`src/core/dacm_pkg.sv`:
```
package dacm_pkg;
  // register byte offsets on the control port
  localparam logic [4:0] ADDR_CLOCK_FORMAT = 5'h00;
  localparam logic [4:0] ADDR_MUTE_EMPH = 5'h01;
  localparam logic [4:0] ADDR_CONV_SELECT = 5'h02;
  localparam logic [4:0] ADDR_LEFT_ATT = 5'h03;
  localparam logic [4:0] ADDR_RIGHT_ATT = 5'h04;
  localparam logic [4:0] ADDR_INVERT = 5'h05;
  localparam logic [4:0] ADDR_PATH_MUTE = 5'h06;
  localparam logic [4:0] ADDR_SYNC = 5'h07;
  localparam logic [4:0] ADDR_ZERO_DET = 5'h08;
  localparam logic [4:0] ADDR_BS_FILTER = 5'h09;
  localparam logic [4:0] ADDR_SLOT_FMT = 5'h0A;
  localparam logic [4:0] ADDR_AUTO_BS = 5'h15;
  localparam logic [4:0] ADDR_PACKED_BS = 5'h16;
  localparam int NUM_REGS = 13;
  // storage index of each register
  localparam logic [3:0] IDX_CLOCK_FORMAT = 4'h0;
  localparam logic [3:0] IDX_MUTE_EMPH = 4'h1;
  localparam logic [3:0] IDX_CONV_SELECT = 4'h2;
  localparam logic [3:0] IDX_LEFT_ATT = 4'h3;
  localparam logic [3:0] IDX_RIGHT_ATT = 4'h4;
  localparam logic [3:0] IDX_INVERT = 4'h5;
  localparam logic [3:0] IDX_PATH_MUTE = 4'h6;
  localparam logic [3:0] IDX_SYNC = 4'h7;
  localparam logic [3:0] IDX_ZERO_DET = 4'h8;
  localparam logic [3:0] IDX_BS_FILTER = 4'h9;
  localparam logic [3:0] IDX_SLOT_FMT = 4'hA;
  localparam logic [3:0] IDX_AUTO_BS = 4'hB;
  localparam logic [3:0] IDX_PACKED_BS = 4'hC;
  // field positions
  localparam int SOFT_RESET_BIT = 0;
  localparam int FORMAT_LSB = 1;
  localparam int CLOCK_SET_LSB = 4;
  localparam int AUTO_CLOCK_BIT = 7;
  localparam int SOFT_MUTE_BIT = 0;
  localparam int EMPH_LSB = 1;
  localparam int SHORT_DELAY_BIT = 5;
  localparam int BS_MODE_BIT = 0;
  localparam int BS_CLOCK_BIT = 1;
  localparam int MONO_BIT = 3;
  localparam int LEFT_SRC_BIT = 4;
  localparam int LEFT_INV_BIT = 7;
  localparam int RIGHT_INV_BIT = 6;
  localparam int SUPER_SLOW_BIT = 0;
  localparam int PATH_BYPASS_BIT = 0;
  localparam int FS_MUTE_BIT = 1;
  localparam int SYNC_EN_BIT = 0;
  localparam int ZD_LEFT_BIT = 1;
  localparam int ZD_RIGHT_BIT = 0;
  localparam int BS_FILTER_BIT = 0;
  localparam int TDM_LSB = 0;
  localparam int AUTO_BS_BIT = 0;
  localparam int PACKED_SEL_BIT = 0;
  localparam int AUTO_PACKED_BIT = 1;
  // field codes
  localparam logic [2:0] FMT_MSB32 = 3'h6;
  localparam logic [1:0] CLK_512FS = 2'h2;
  localparam logic [1:0] EMPH_OFF = 2'h1;
  localparam logic [7:0] ATT_0DB = 8'hFF;
  // reset values
  localparam logic [7:0] RST_CLOCK_FORMAT = 8'h2C;
  localparam logic [7:0] RST_MUTE_EMPH = 8'h22;
  localparam logic [7:0] RST_ZERO = 8'h00;
  localparam logic [7:0] RST_SYNC = 8'h01;
  localparam logic [NUM_REGS-1:0][7:0] RST_ALL = {RST_ZERO, RST_ZERO, RST_ZERO, RST_ZERO,
    RST_ZERO, RST_SYNC, RST_ZERO, RST_ZERO, ATT_0DB, ATT_0DB, RST_ZERO, RST_MUTE_EMPH,
    RST_CLOCK_FORMAT};
  // serial framing
  localparam logic [3:0] HDR_LAST_BIT = 4'h7;
  localparam logic [3:0] FRAME_LAST_BIT = 4'hF;
  localparam logic [3:0] BYTE_DONE = 4'h8;
  localparam int WRITE_FLAG_BIT = 7;
  localparam logic [6:0] I2C_DEV_ADDR = 7'h11; // arbitrary value
  typedef enum logic [1:0] {CTL_SERIAL3, CTL_I2C, CTL_PIN} dacm_ctl_t;
  typedef enum logic [1:0] {CONV_PCM, CONV_DSD, CONV_DOP} dacm_conv_t;
  typedef enum logic [2:0] {B_IDLE, B_W3, B_DEV, B_REG, B_WDATA, B_RDATA, B_HOLD} dacm_bus_t;
  // function-setting pins used in pin control
  typedef struct packed {
    logic [1:0] clockSet;
    logic [2:0] ifFormat;
    logic [1:0] tdm;
    logic softMute;
  } dacm_pins_t;
  // effective settings handed to the datapath
  typedef struct packed {
    dacm_conv_t conv;
    logic autoClock;
    logic [1:0] clockSet;
    logic bsClock;
    logic [2:0] ifFormat;
    logic [1:0] tdm;
    logic softMute;
    logic [1:0] emphasis;
    logic shortDelay;
    logic superSlow;
    logic bsFilter;
    logic [7:0] attL;
    logic [7:0] attR;
    logic zeroDetL;
    logic zeroDetR;
    logic mono;
    logic leftSrc;
    logic left_invert;
    logic right_invert;
    logic pathBypass;
    logic fsMute;
    logic syncEn;
    logic softResetN;
  } dacm_cfg_t;
endpackage : dacm_pkg

```
`src/core/dacm_control.sv`:
```
// Overview of operation
// straps pick 3-wire, I2C or pin control
// host powers down before changing strap pins
// pin mode ignores registers, register mode pins
// pin control mode converts PCM only
// pin mode offers clock, format, TDM, mute
// bitstream selectors at 02H, 16H, reset PCM
// auto bitstream switch at 15H, not DoP
// auto packed switch at 16H, DoP only
// clock setting 00H, bitstream clock 02H, 512fs
// format at 00H PCM/DoP, TDM PCM only
// volume bypass voids attenuation, zero detect, filter
// path and fullscale mute act DSD/DoP only
// mono, source, invert act in every mode
// clock sync enabled by default, PCM/DoP only
// host switches mode only during soft reset
// auto packed switching overrides manual selectors
// registers eight bits, reachable by serial port
`timescale 1ns/1ps
`default_nettype none
module dacm_control (
  input wire logic clk,
  input wire logic soft_reset_bit,
  input wire logic powerDownPinN,
  input wire logic busSelectPin,
  input wire logic controlSelectPin,
  input wire logic ctlClk,
  input wire logic ctlDataIn,
  input wire logic ctlSelectN,
  input wire dacm_pkg::dacm_pins_t fnPins,
  input wire logic detectDsd,
  input wire logic detectDop,
  output logic ctlDataOut,
  output logic ctlDataOe,
  output dacm_pkg::dacm_ctl_t ctlMode,
  output dacm_pkg::dacm_cfg_t cfg
);
  // whole state of the block
  typedef struct packed {
    dacm_pkg::dacm_ctl_t ctlMode;
    logic [dacm_pkg::NUM_REGS-1:0][7:0] regs;
    dacm_pkg::dacm_cfg_t cfg;
    dacm_pkg::dacm_bus_t bus;
    logic clkPrev;
    logic dataPrev;
    logic [3:0] bitCnt;
    logic [7:0] shift;
    logic [4:0] addr;
    logic isWrite;
    logic ackCycle;
    logic dataOut;
    logic dataOe;
  } dacm_state_t;

  dacm_state_t st_reg;
  dacm_state_t st_next;
  // synchronised pins
  logic sPdnN;
  logic sBus;
  logic sCtl;
  logic sClk;
  logic sData;
  logic sCsN;
  dacm_pkg::dacm_pins_t sPins;
  // serial clock and data events
  logic clkRise;
  logic clkFall;
  logic i2cStart;
  logic i2cStop;

  // every pin passes two flops before use
  dacm_sync2 #(
    .W(14)
  ) u_sync (
    .clk(clk),
    .soft_reset_bit(soft_reset_bit),
    .din({powerDownPinN, busSelectPin, controlSelectPin, ctlClk, ctlDataIn, ctlSelectN,
          fnPins}),
    .dout({sPdnN, sBus, sCtl, sClk, sData, sCsN, sPins})
  );

  assign clkRise = sClk & ~st_reg.clkPrev;
  assign clkFall = ~sClk & st_reg.clkPrev;
  // data moving while clock high marks start and stop
  assign i2cStart = sClk & st_reg.clkPrev & st_reg.dataPrev & ~sData;
  assign i2cStop = sClk & st_reg.clkPrev & ~st_reg.dataPrev & sData;

  // map an offset to {valid, index}; holes answer as invalid
  function automatic logic [4:0] regIndex(input logic [4:0] a);
    if (a <= dacm_pkg::ADDR_SLOT_FMT) begin
      regIndex = {1'b1, a[3:0]};
    end else if (a == dacm_pkg::ADDR_AUTO_BS) begin
      regIndex = {1'b1, dacm_pkg::IDX_AUTO_BS};
    end else if (a == dacm_pkg::ADDR_PACKED_BS) begin
      regIndex = {1'b1, dacm_pkg::IDX_PACKED_BS};
    end else begin
      regIndex = 5'h00;
    end
  endfunction : regIndex

  // read value; unmapped offsets read as zero
  function automatic logic [7:0] readReg(input logic [dacm_pkg::NUM_REGS-1:0][7:0] r,
                                         input logic [4:0] a);
    logic [4:0] ix;
    ix = regIndex(a);
    readReg = ix[4] ? r[ix[3:0]] : 8'h00;
  endfunction : readReg

  // work out what the datapath really sees
  function automatic dacm_pkg::dacm_cfg_t deriveCfg(
      input logic [dacm_pkg::NUM_REGS-1:0][7:0] r, input dacm_pkg::dacm_ctl_t m,
      input dacm_pkg::dacm_pins_t p, input logic dsdSeen, input logic dopSeen);
    dacm_pkg::dacm_cfg_t c;
    logic [7:0] r0;
    logic [7:0] r1;
    logic [7:0] r2;
    logic [7:0] r6;
    logic bypass;
    logic pcm;
    r0 = r[dacm_pkg::IDX_CLOCK_FORMAT];
    r1 = r[dacm_pkg::IDX_MUTE_EMPH];
    r2 = r[dacm_pkg::IDX_CONV_SELECT];
    r6 = r[dacm_pkg::IDX_PATH_MUTE];
    c = '0;
    if (m == dacm_pkg::CTL_PIN) begin
      // pin control plays PCM only
      c.conv = dacm_pkg::CONV_PCM;
      // only clock, format, slot and mute pins count
      c.autoClock = 1'b1;
      c.clockSet = p.clockSet;
      c.ifFormat = p.ifFormat;
      c.tdm = p.tdm;
      c.softMute = p.softMute;
      // registers ignored, defaults stand in, soft reset released
      c.emphasis = dacm_pkg::EMPH_OFF;
      c.shortDelay = dacm_pkg::RST_MUTE_EMPH[dacm_pkg::SHORT_DELAY_BIT];
      c.attL = dacm_pkg::ATT_0DB;
      c.attR = dacm_pkg::ATT_0DB;
      c.syncEn = 1'b1;
      c.softResetN = 1'b1;
    end else begin
      // auto packed switching overrides selectors
      if (r[dacm_pkg::IDX_PACKED_BS][dacm_pkg::AUTO_PACKED_BIT]) begin
        c.conv = dopSeen ? dacm_pkg::CONV_DOP : dacm_pkg::CONV_PCM;
      // manual packed select beats bitstream selection
      end else if (r[dacm_pkg::IDX_PACKED_BS][dacm_pkg::PACKED_SEL_BIT]) begin
        c.conv = dacm_pkg::CONV_DOP;
      // auto bitstream switch, reached only outside DoP
      end else if (r[dacm_pkg::IDX_AUTO_BS][dacm_pkg::AUTO_BS_BIT]) begin
        c.conv = dsdSeen ? dacm_pkg::CONV_DSD : dacm_pkg::CONV_PCM;
      end else begin
        c.conv = r2[dacm_pkg::BS_MODE_BIT] ? dacm_pkg::CONV_DSD : dacm_pkg::CONV_PCM;
      end
      pcm = (c.conv == dacm_pkg::CONV_PCM);
      // path choice only exists for bitstream data
      bypass = !pcm && r6[dacm_pkg::PATH_BYPASS_BIT];
      c.pathBypass = bypass;
      c.fsMute = !pcm && r6[dacm_pkg::FS_MUTE_BIT];
      // clock setting for PCM/DoP, bitstream clock for DSD/DoP
      c.autoClock = (c.conv != dacm_pkg::CONV_DSD) && r0[dacm_pkg::AUTO_CLOCK_BIT];
      c.clockSet = (c.conv != dacm_pkg::CONV_DSD) ? r0[dacm_pkg::CLOCK_SET_LSB +: 2]
                                                  : dacm_pkg::CLK_512FS;
      c.bsClock = !pcm && r2[dacm_pkg::BS_CLOCK_BIT];
      // format in PCM/DoP, slot format in PCM only
      c.ifFormat = (c.conv != dacm_pkg::CONV_DSD) ? r0[dacm_pkg::FORMAT_LSB +: 3]
                                                  : dacm_pkg::FMT_MSB32;
      c.tdm = pcm ? r[dacm_pkg::IDX_SLOT_FMT][dacm_pkg::TDM_LSB +: 2] : 2'h0;
      // PCM-only filters and emphasis
      c.emphasis = pcm ? r1[dacm_pkg::EMPH_LSB +: 2] : dacm_pkg::EMPH_OFF;
      c.shortDelay = pcm && r1[dacm_pkg::SHORT_DELAY_BIT];
      c.superSlow = pcm && r[dacm_pkg::IDX_INVERT][dacm_pkg::SUPER_SLOW_BIT];
      // bypass voids attenuation, zero detect, filter, mute
      c.bsFilter = !pcm && !bypass && r[dacm_pkg::IDX_BS_FILTER][dacm_pkg::BS_FILTER_BIT];
      c.attL = bypass ? dacm_pkg::ATT_0DB : r[dacm_pkg::IDX_LEFT_ATT];
      c.attR = bypass ? dacm_pkg::ATT_0DB : r[dacm_pkg::IDX_RIGHT_ATT];
      c.zeroDetL = !bypass && r[dacm_pkg::IDX_ZERO_DET][dacm_pkg::ZD_LEFT_BIT];
      c.zeroDetR = !bypass && r[dacm_pkg::IDX_ZERO_DET][dacm_pkg::ZD_RIGHT_BIT];
      c.softMute = !bypass && r1[dacm_pkg::SOFT_MUTE_BIT];
      // mono, source and invert in every mode
      c.mono = r2[dacm_pkg::MONO_BIT];
      c.leftSrc = r2[dacm_pkg::LEFT_SRC_BIT];
      c.left_invert = r[dacm_pkg::IDX_INVERT][dacm_pkg::LEFT_INV_BIT];
      c.right_invert = r[dacm_pkg::IDX_INVERT][dacm_pkg::RIGHT_INV_BIT];
      // clock sync only for PCM and DoP
      c.syncEn = (c.conv != dacm_pkg::CONV_DSD) && r[dacm_pkg::IDX_SYNC][dacm_pkg::SYNC_EN_BIT];
      c.softResetN = r0[dacm_pkg::SOFT_RESET_BIT];
    end
    deriveCfg = c;
  endfunction : deriveCfg

  // next-state logic: straps, serial engines, register file
  always_comb begin
    logic [7:0] inByte;
    logic [4:0] ix;
    logic [7:0] rd;
    inByte = {st_reg.shift[6:0], sData};
    ix = regIndex(st_reg.addr);
    rd = readReg(st_reg.regs, st_reg.addr);
    st_next = st_reg;
    st_next.clkPrev = sClk;
    st_next.dataPrev = sData;
    if (!sPdnN) begin
      // power-down: registers back to defaults, straps followed
      // bus select low is 3-wire, then control select decides
      if (!sBus) begin
        st_next.ctlMode = dacm_pkg::CTL_SERIAL3;
      end else if (!sCtl) begin
        st_next.ctlMode = dacm_pkg::CTL_I2C;
      end else begin
        st_next.ctlMode = dacm_pkg::CTL_PIN;
      end
      st_next.regs = dacm_pkg::RST_ALL;
      st_next.bus = dacm_pkg::B_IDLE;
      st_next.bitCnt = 4'h0;
      st_next.ackCycle = 1'b0;
      st_next.dataOut = 1'b0;
      st_next.dataOe = 1'b0;
    end else if (st_reg.ctlMode == dacm_pkg::CTL_SERIAL3) begin
      // 3-wire: header {write flag, offset}, then data byte
      if (sCsN) begin
        st_next.bus = dacm_pkg::B_W3;
        st_next.bitCnt = 4'h0;
        st_next.dataOe = 1'b0;
      end else if (st_reg.bus == dacm_pkg::B_W3 && clkRise) begin
        st_next.shift = inByte;
        st_next.bitCnt = st_reg.bitCnt + 4'h1;
        if (st_reg.bitCnt == dacm_pkg::HDR_LAST_BIT) begin
          st_next.isWrite = inByte[dacm_pkg::WRITE_FLAG_BIT];
          st_next.addr = inByte[4:0];
        end
        if (st_reg.bitCnt == dacm_pkg::FRAME_LAST_BIT) begin
          // extra clocks after a frame are ignored until deselect
          st_next.bus = dacm_pkg::B_HOLD;
          // eight-bit write through the 3-wire port
          if (st_reg.isWrite && ix[4]) begin
            st_next.regs[ix[3:0]] = inByte;
          end
        end
      end else if (st_reg.bus == dacm_pkg::B_W3 && clkFall && st_reg.bitCnt[3]) begin
        // read data shifted out MSB first on falling edges
        st_next.dataOe = !st_reg.isWrite;
        st_next.dataOut = rd[3'(4'h7 - {1'b0, st_reg.bitCnt[2:0]})];
      end else if (st_reg.bus != dacm_pkg::B_W3 && clkFall) begin
        st_next.dataOe = 1'b0;
      end
    end else if (st_reg.ctlMode == dacm_pkg::CTL_I2C) begin
      // open-drain: output low, enable pulls the line
      st_next.dataOut = 1'b0;
      if (i2cStart) begin
        st_next.bus = dacm_pkg::B_DEV;
        st_next.bitCnt = 4'h0;
        st_next.ackCycle = 1'b0;
        st_next.dataOe = 1'b0;
      end else if (i2cStop) begin
        st_next.bus = dacm_pkg::B_IDLE;
        st_next.dataOe = 1'b0;
      end else if (clkRise && !st_reg.ackCycle && st_reg.bus == dacm_pkg::B_RDATA) begin
        // host ack on ninth clock; our own ack clock must not bump the offset
        if (st_reg.bitCnt == dacm_pkg::BYTE_DONE) begin
          st_next.bus = sData ? dacm_pkg::B_HOLD : dacm_pkg::B_RDATA;
          st_next.addr = st_reg.addr + 5'h01;
          st_next.bitCnt = 4'h0;
        end else begin
          st_next.bitCnt = st_reg.bitCnt + 4'h1;
        end
      end else if (clkRise && !st_reg.ackCycle && st_reg.bitCnt != dacm_pkg::BYTE_DONE &&
                   (st_reg.bus == dacm_pkg::B_DEV || st_reg.bus == dacm_pkg::B_REG ||
                    st_reg.bus == dacm_pkg::B_WDATA)) begin
        st_next.shift = inByte;
        st_next.bitCnt = st_reg.bitCnt + 4'h1;
      end else if (clkFall && st_reg.ackCycle) begin
        // end of our acknowledge; a read starts its first bit here
        st_next.ackCycle = 1'b0;
        st_next.bitCnt = 4'h0;
        st_next.dataOe = (st_reg.bus == dacm_pkg::B_RDATA) && !rd[7];
      end else if (clkFall && st_reg.bus == dacm_pkg::B_RDATA) begin
        // read byte driven MSB first, released for host ack
        st_next.dataOe = !st_reg.bitCnt[3] && !rd[3'(4'h7 - {1'b0, st_reg.bitCnt[2:0]})];
      end else if (clkFall && st_reg.bitCnt == dacm_pkg::BYTE_DONE) begin
        st_next.ackCycle = 1'b1;
        st_next.dataOe = 1'b1;
        if (st_reg.bus == dacm_pkg::B_DEV) begin
          if (st_reg.shift[7:1] == dacm_pkg::I2C_DEV_ADDR) begin
            st_next.bus = st_reg.shift[0] ? dacm_pkg::B_RDATA : dacm_pkg::B_REG;
          end else begin
            // not our address: B_HOLD, but bitCnt stays at BYTE_DONE, so the next falling edge acks, writes shift into the register at addr and advances addr
            st_next.bus = dacm_pkg::B_HOLD;
            st_next.ackCycle = 1'b0;
            st_next.dataOe = 1'b0;
          end
        end else if (st_reg.bus == dacm_pkg::B_REG) begin
          st_next.addr = st_reg.shift[4:0];
          st_next.bus = dacm_pkg::B_WDATA;
        end else begin
          // eight-bit write through I2C, offset then advances
          if (ix[4]) begin
            st_next.regs[ix[3:0]] = st_reg.shift;
          end
          st_next.addr = st_reg.addr + 5'h01;
        end
      end
    end
    // settings follow the registers one cycle later
    st_next.cfg = deriveCfg(st_reg.regs, st_reg.ctlMode, sPins, detectDsd, detectDop);
  end

  // single state register; reset gives defaults and 3-wire mode
  always_ff @(posedge clk or negedge soft_reset_bit) begin
    if (!soft_reset_bit) begin
      st_reg <= '{ctlMode: dacm_pkg::CTL_SERIAL3, regs: dacm_pkg::RST_ALL,
                  cfg: '0, bus: dacm_pkg::B_IDLE, default: '0};
    end else begin
      st_reg <= st_next;
    end
  end

  assign ctlDataOut = st_reg.dataOut;
  assign ctlDataOe = st_reg.dataOe;
  assign ctlMode = st_reg.ctlMode;
  assign cfg = st_reg.cfg;
endmodule : dacm_control
`default_nettype wire

```
`src/core/dacm_sync2.sv`:
```
`timescale 1ns/1ps
`default_nettype none
// two-stage synchroniser for pins from outside the clock domain
module dacm_sync2 #(
  parameter int W = 1
) (
  input wire logic clk,
  input wire logic soft_reset_bit,
  input wire logic [W-1:0] din,
  output logic [W-1:0] dout
);
  // first stage is read only by the second
  logic [W-1:0] meta_reg;
  logic [W-1:0] stable_reg;

  // both stages clear to zero under reset
  always_ff @(posedge clk or negedge soft_reset_bit) begin
    if (!soft_reset_bit) begin
      meta_reg <= '0;
      stable_reg <= '0;
    end else begin
      meta_reg <= din;
      stable_reg <= meta_reg;
    end
  end

  assign dout = stable_reg;
endmodule : dacm_sync2
`default_nettype wire

```
`config.mk`:
```
export PLATFORM = sky130hd
export DESIGN_NAME = dacm_control
export DESIGN_NICKNAME = d
export VERILOG_FILES = /design/src/core/dacm_pkg.sv /design/src/core/dacm_control.sv /design/src/core/dacm_sync2.sv
export SDC_FILE = /design/constraint.sdc
export NUM_CORES = 1
export LEC_CHECK = 0
export ABC_AREA = 1
export BUFFER_PORTS_ARGS = -buffer_cell sky130_fd_sc_hd__buf_2
export CAP_MARGIN = 10
export CORE_ASPECT_RATIO = 1.4
export CORE_MARGIN = 2
export CORE_UTILIZATION = 40
export DETAILED_ROUTE_END_ITERATION = 16
export PLACE_DENSITY = 0.62
export SLEW_MARGIN = 10
export SYNTH_ARGS = -nofsm -noshare
export SYNTH_HDL_FRONTEND = slang
export SYNTH_HIERARCHICAL = 1
export SYNTH_SLANG_ARGS = --single-unit
```
`constraint.sdc`:
```
create_clock -name clk -period 2.3 [get_ports clk]
set_input_delay 0.115 -clock clk [delete_from_list [all_inputs] [get_ports clk]]
set_output_delay 0.115 -clock clk [all_outputs]
set_load 0.01 [all_outputs]
```
# After elaboration in Yosys (flattened, before gate mapping)
# Index checks and enable logic that the tools add are counted.
# totals
regBits	203
input_bits	18
output_inout_bits	47
word_cells	303
# op_classes
eq_ne	66
addsub	3
n_bitwise	12
mux	119
magnitude_cmp	4
reduce_logical	50
# op_table
op	count
104-bit two-way mux	17
104-bit bitwise mux	2
3-bit inequality test, second input constant	24
8-bit two-way mux	8
3-bit two-way mux	21
5-bit two-way mux	12
17-bit two-way mux	3
6-bit inequality test, second input constant	6
8-bit binary-select mux with 4-bit select	1
8-bit demux with 4-bit select	1
2-bit two-way mux	14
4-bit two-way mux	7
4-bit inequality test, second input constant	7
1-bit logical AND	27
1-bit two-way mux	26
18-bit two-way mux	1
16-bit two-way mux	1
5-bit inequality test, second input constant	3
15-bit AND reduction	1
14-bit two-way mux	1
7-bit inequality test, second input constant	2
13-bit two-way mux	1
13-bit AND reduction	1
5-bit == test, second input constant	2
35 further kinds	65

# Depth between registers and ports, before layout
# logic_depth
ltp_word	22
mapped_depth	24
ltp_nobuf	24

# By module
# Netlist, hierarchy kept.
# by_module_without_submodules
module	instances	cells_per_inst	area_each_um2
dacm_control	1	1142	9106.2
dacm_sync2	1	28	700.7

# Worst setup path after synthesis
# OpenSTA, ideal clock, no wires.
# synth_path
path_type	register to register
start	register st_reg[4] (netlist bit)
end	register st_reg (netlist bit ctlDataOe)
stages_incl_launch_ff	24
t_arrival_ns	2.247
setup_ns	0.117
t_required_ns	2.183
slack_ns	-0.064
cell_sequence	dfrtp_1 inv_1 ha_1 inv_1 nand3_2 nand3_2 nand2_4 inv_4 buf_4 nand3_1 nand3_1 nand2_1 nor2_2 nand2_1 nand2_1 nand2_1 nand2_1 nand3_1 nand2_1 nand2_1 nand2_1 nand2_1 nand2_1 nand2_1
# synth_via
elab_chain_cells	20
# synth_lines
element	line	source
from (decl)	dacm_control.sv:55	dacm_state_t st_reg;
from (signal assigned)	dacm_control.sv:310	st_reg <= '{ctlMode: dacm_pkg::CTL_SERIAL3, regs: dacm_pkg::RST_ALL,
from (signal assigned)	dacm_control.sv:313	st_reg <= st_next;
5-bit == test	dacm_control.sv:94	end else if (a == dacm_pkg::ADDR_PACKED_BS) begin
5-bit two-way mux	dacm_control.sv:94	
5-bit two-way mux	dacm_control.sv:92	end else if (a == dacm_pkg::ADDR_AUTO_BS) begin
5-bit two-way mux *	dacm_control.sv:90	if (a <= dacm_pkg::ADDR_SLOT_FMT) begin
8-bit binary-select mux with 4-bit select	dacm_control.sv:106	readReg = ix[4] ? r[ix[3:0]] : 8'h00;
8-bit two-way mux (implied by the code)	dacm_control.sv:106	
8-bit two-way mux *	dacm_control.sv:106	
1-bit binary-select mux with 3-bit select	dacm_control.sv:278	st_next.dataOe = !st_reg.bitCnt[3] && !rd[3'(4'h7 - {1'b0, st_reg.bitCnt[2:0]})];
[4 not listed]	-	
1-bit two-way mux *	dacm_control.sv:271	end else if (clkFall && st_reg.ackCycle) begin
1-bit two-way mux *	dacm_control.sv:266	end else if (clkRise && !st_reg.ackCycle && st_reg.bitCnt != dacm_pkg::BYTE_DONE &&
1-bit two-way mux *	dacm_control.sv:257	end else if (clkRise && !st_reg.ackCycle && st_reg.bus == dacm_pkg::B_RDATA) begin
1-bit two-way mux *	dacm_control.sv:254	end else if (i2cStop) begin
1-bit two-way mux *	dacm_control.sv:249	if (i2cStart) begin
3-bit two-way mux *	dacm_control.sv:246	end else if (st_reg.ctlMode == dacm_pkg::CTL_I2C) begin
2-bit two-way mux *	dacm_control.sv:218	end else if (st_reg.ctlMode == dacm_pkg::CTL_SERIAL3) begin
3-bit two-way mux *	dacm_control.sv:202	if (!sPdnN) begin
# Every way passes the cells marked *; elsewhere a longest branch is shown, timed or not. The select of a mux whose other input is x is not followed.
# A chain may end at the register's enable or synchronous reset.

# Final worst setup path
# layout_path
start	register st_reg[5] (netlist bit)
end	register st_reg[130] (netlist bit)
# layout_via
elab_chain_cells	22
# layout_lines
element	line
5-bit == test	dacm_control.sv:94
5-bit two-way mux	dacm_control.sv:94
5-bit two-way mux	dacm_control.sv:92
5-bit two-way mux *	dacm_control.sv:90
4-bit by 5-bit < comparator with 1-bit output (implied by the code) / 4-bit by 1-bit >= comparator with 1-bit output (equally long branches)	dacm_control.sv:236, dacm_control.sv:297
1-bit logical AND (implied by the code)	dacm_control.sv:236, dacm_control.sv:297
8-bit two-way mux (implied by the code)	dacm_control.sv:236, dacm_control.sv:297
8-bit demux with 4-bit select	dacm_control.sv:236, dacm_control.sv:297
[6 not listed]	-
104-bit two-way mux	dacm_control.sv:271
104-bit two-way mux	dacm_control.sv:266
104-bit two-way mux	dacm_control.sv:257
104-bit two-way mux	dacm_control.sv:254
104-bit two-way mux	dacm_control.sv:249
104-bit two-way mux	dacm_control.sv:246
104-bit two-way mux	dacm_control.sv:218
104-bit two-way mux	dacm_control.sv:202
# Marked as above.

==> flow_metrics.env <==
export IMPL_status="complete, but fails checks"
export IMPL_violations="negative setup slack"
export IMPL_clkTransAtPathRegs_ns=0.06
export IMPL_grt_max_degree=64
export IMPL_fin_total_pwr_mw=14.4
export IMPL_drive_above_1_share=0.374
export IMPL_timing_final_crit_share=1.12
export IMPL_hp_class="in2async"
export IMPL_drv_slew=0
export IMPL_p_leak_nw=6.26
export IMPL_yosys_warnings=6
export IMPL_netlist_instances=1170
export IMPL_clockBufferDepth=3
export IMPL_drt_initial_drc_count=654
export IMPL_routedWlPerCell_um=18.7
export IMPL_worst_endpoint_required_ns=2.74
export IMPL_path_cells="inv_2 -> ha_4 -> nand4_4 -> inv_2 -> nor2_4 -> nand2_4 -> nand4_1 -> o211ai_2 -> nand2_8 -> buf_12 -> nor2_4 -> clkinv_4 -> nor2_4 -> inv_2 -> o21ai_1"
export IMPL_cts_sinks=203
export IMPL_synth_cell_type_count=41
export IMPL_grt_pass1_vias=9061
export IMPL_fin_ws_ns=-0.282
export IMPL_ys_ff_latch=203
export IMPL_vias=8893
export IMPL_cts_tree="yes"
export IMPL_n_fill_cell=2045
export IMPL_stdcell_area_mm2=0.0136
export IMPL_grt_pass1_wl_mm=48.6
export IMPL_fin_setup_tns_ns=-22.19
export IMPL_port_buffer_count=64
export IMPL_die_x_um=136
export IMPL_wl_mm=31.6
export IMPL_place_hpwl_mm=20.9
export IMPL_critPathSlowestCell="dfrtp_2"
export IMPL_area_growth_pct=39.1
export IMPL_cpPeakStageDelay_ns=0.44
export IMPL_start_util=0.408
export IMPL_cts_made_buffers=22
export IMPL_drc=0
export IMPL_synth_compound_area_frac=0.121
export IMPL_ir_worst_vdd_mv=0.746
export IMPL_fmaxAchievable_mhz=387
export IMPL_crit_fanout=7
export IMPL_overflow=0
export IMPL_synth_cell_area_mm2=0.00981
export IMPL_die_h_um=189
export IMPL_dpl_cell_area_mm2=0.0109
export IMPL_crit_arrival_ns=3.02
export IMPL_hold_viol=0
export IMPL_fin_cells=1688
export IMPL_crit_family="simple AND/OR/NAND/NOR gates"
export IMPL_synth_simple_area_share=0.233
export IMPL_power_density_mw_per_mm2=1060
export IMPL_synth_mux_area_frac=0.00102
export IMPL_cts_max_level=1
export IMPL_grt_antenna_before_repair=0
export IMPL_yosys_area_top_type="dfrtp_1"
export IMPL_crit_path_end_kind="flop"
export IMPL_maxCapViolCount=0
export IMPL_num_rows=67
export IMPL_skew_ns=0.0113
export IMPL_clock_latency_ns=0.51
export IMPL_synth_top_family_by_area="simple AND/OR/NAND/NOR gates"
export IMPL_die_area_mm2=0.0258
export IMPL_cp_start_kind="flop"
export IMPL_antenna_cells=0
export IMPL_largest_reg_flops=128
export IMPL_setup_violations=106
export IMPL_slew_headroom=0.622
export IMPL_rsz0062_at_grt="yes"
export IMPL_netlist_area_leader_share=0.462
export IMPL_final_antenna_net_count=0
export IMPL_coreArea_mm2=0.0241
export IMPL_timing_rr_start="st_reg[5]"
export IMPL_tightest_slew_ns=0.563
export IMPL_rrSetupSlack_ns=-0.28
export IMPL_synth_nets=1193
export IMPL_crit_start="st_reg[5]"
export IMPL_synth_xor_xnor_area_share=0.00357
export IMPL_num_io_pins=65
export IMPL_grt_usage=0.244
export IMPL_ys_seq_area_frac=0.521
export IMPL_dp_cells=1574
export IMPL_ys_top_cells_by_area="dfrtp_1 46%, nand2_1 10%, nand3_1 6.6%, dfstp_2 5.9%, inv_1 5.1%"
export IMPL_synthAdderAreaFrac=0.00638
export IMPL_r2r_end="st_reg[130]"
export IMPL_vias_per_cell=5.27
export IMPL_cts_root_buffer="clkbuf_16"
export IMPL_final_min_clock_period_ns=2.58
export IMPL_critPathBufInv=5
export IMPL_critPathKind="reg2reg"
export IMPL_globalplace_congestion=0.932
export IMPL_first_pass_iters=5
export IMPL_finalNetCount=1385
export IMPL_rr_worst_depth=15
export IMPL_syn_avg_cell_area_um2=8.38
## cell usage after synthesis
library cell  count
nand2_1         271
dfrtp_1         181
inv_1           132
nand3_1         129
nor2_1           74
o21ai_0          68
buf_4            49
o22ai_1          32
a21oi_1          30
o21ai_1          28
dfstp_2          22
a22oi_1          18
clkbuf_1         16
inv_2            16
nor3_1           13
buf_2            10
a21oi_2           9
nor2_2            8
nand2_2           7
nand4_1           7
buf_6             6
ha_1              5
nand3_2           4
nor2_4            4
xor2_1            4
clkinv_1          3
o211ai_1          3
o31ai_1           3
a21oi_4           2
a31oi_1           2
buf_1             2
nor4_1            2
o41ai_1           2
inv_4             1
mux2i_1           1
nand2_4           1
nand4_4           1
nor3_2            1
o211ai_2          1
o21ai_2           1
o2bb2ai_1         1
## cell type report
class                           count  area, µm²  share of cell area
Timing Repair Buffer              249       2260               0.166
Timing Repair inverter              1       7.51            0.000550
Multi-Input combinational cell    733       4520               0.332
Clock buffer                       29        608              0.0446
Sequential cell                   203       5110               0.375
Tap cell                          310        388              0.0284
Inverter                          152        626              0.0459
Clock inverter                     11        119             0.00871
## worst reg2reg max path: stages, from the launching register on
cell and delay (ns):
dfrtp_2 0.44, inv_2 0.09, ha_4 0.15, nand4_4 0.20, inv_2 0.14, nor2_4 0.06, nand2_4 0.10, nand4_1 0.11
o211ai_2 0.27, nand2_8 0.08, buf_12 0.15, nor2_4 0.17, clkinv_4 0.18, nor2_4 0.14, inv_2 0.09, o21ai_1 0.14
## placed cells by master (no fill, tap or decap), types with 5 or more instances in the layout
master         netlist  final
a21oi_1             30     22
a21oi_2              9      8
a21oi_4              2     11
a22oi_2              0     14
buf_12               0     21
buf_16               0      5
buf_2               10     63
buf_4               49    112
buf_6                6     28
clkbuf_1            16      5
clkbuf_16            0     24
clkinvlp_4           0      7
dfrtp_1            181    178
dfstp_2             22     22
dlygate4sd3_1        0     16
inv_1              132    116
inv_2               16     21
inv_4                1      5
nand2_1            271    231
nand2_2              7     30
nand2_4              1     10
nand2_8              0      9
nand3_1            129    113
nand3_2              4     18
nand4_1              7      7
nor2_1              74     64
nor2_4               4     18
nor3_1              13     12
o21ai_0             68     41
o21ai_1             28     22
o21ai_2              1     34
o22ai_1             32      8
o22ai_2              0     23
## per-stage QoR
step	hold WS (ns)	utilization	worst slack, ns
after global placement	0.142	0.454	-0.288
after floorplan	-0.181	-	0.00206
after global routing	0.197	0.567	-0.445
after CTS	0.156	0.537	-0.178
final	0.148	0.567	-0.282
after detailed placement	0.145	0.454	-0.331
## worst max-delay path by stage
stage             endpoint  cells after the start
2_1_floorplan    ctlDataOe                     23
3_3_place_gp    st_reg[72]                     13
3_5_place_dp    st_reg[72]                     13
4_1_cts          ctlDataOe                     23
5_1_grt          ctlDataOe                     22
6_report       st_reg[130]                     15
## report_power, final
group	switching [mW]	leakage, nW	total, mW	internal (mW)
registers	0.225	2.57	4.20	3.98
logic	3.67	3.35	6.68	3.01
clock network	1.47	0.345	3.56	2.10
## cells by family (layout without fill, tap and decap cells)
| kind of cell | count (synthesis) | count (layout) |
|---|---|---|
| adders and majority gates | 5 | 5 |
| and+or+nand+nor | 522 | 523 |
| muxes | 1 | 1 |
| AOI/OAI and AO/OA | 200 | 200 |
| xor gates and xnor gates | 4 | 4 |
| DFF | 203 | 203 |
| buffers and inverters | 235 | 442 |
## routing by layer
layer,vias up,routed length [µm],track usage
li1,4160,-,-
met1,4306,11700,0.279
met2,323,16400,0.438
met3,104,1680,0.0372
met4,0,1820,0.121
met5,-,0,0
## what timing repair did
item	in CTS	in global routing
pin swaps	37	60
setup endpoints to repair	106	117
setup buffers	33	20
gates resized for setup	158	157
hold buffers	16	0
cloned	9	2
hold endpoints to repair	75	0
No activity file was read; power rests on OpenSTA's default activity.
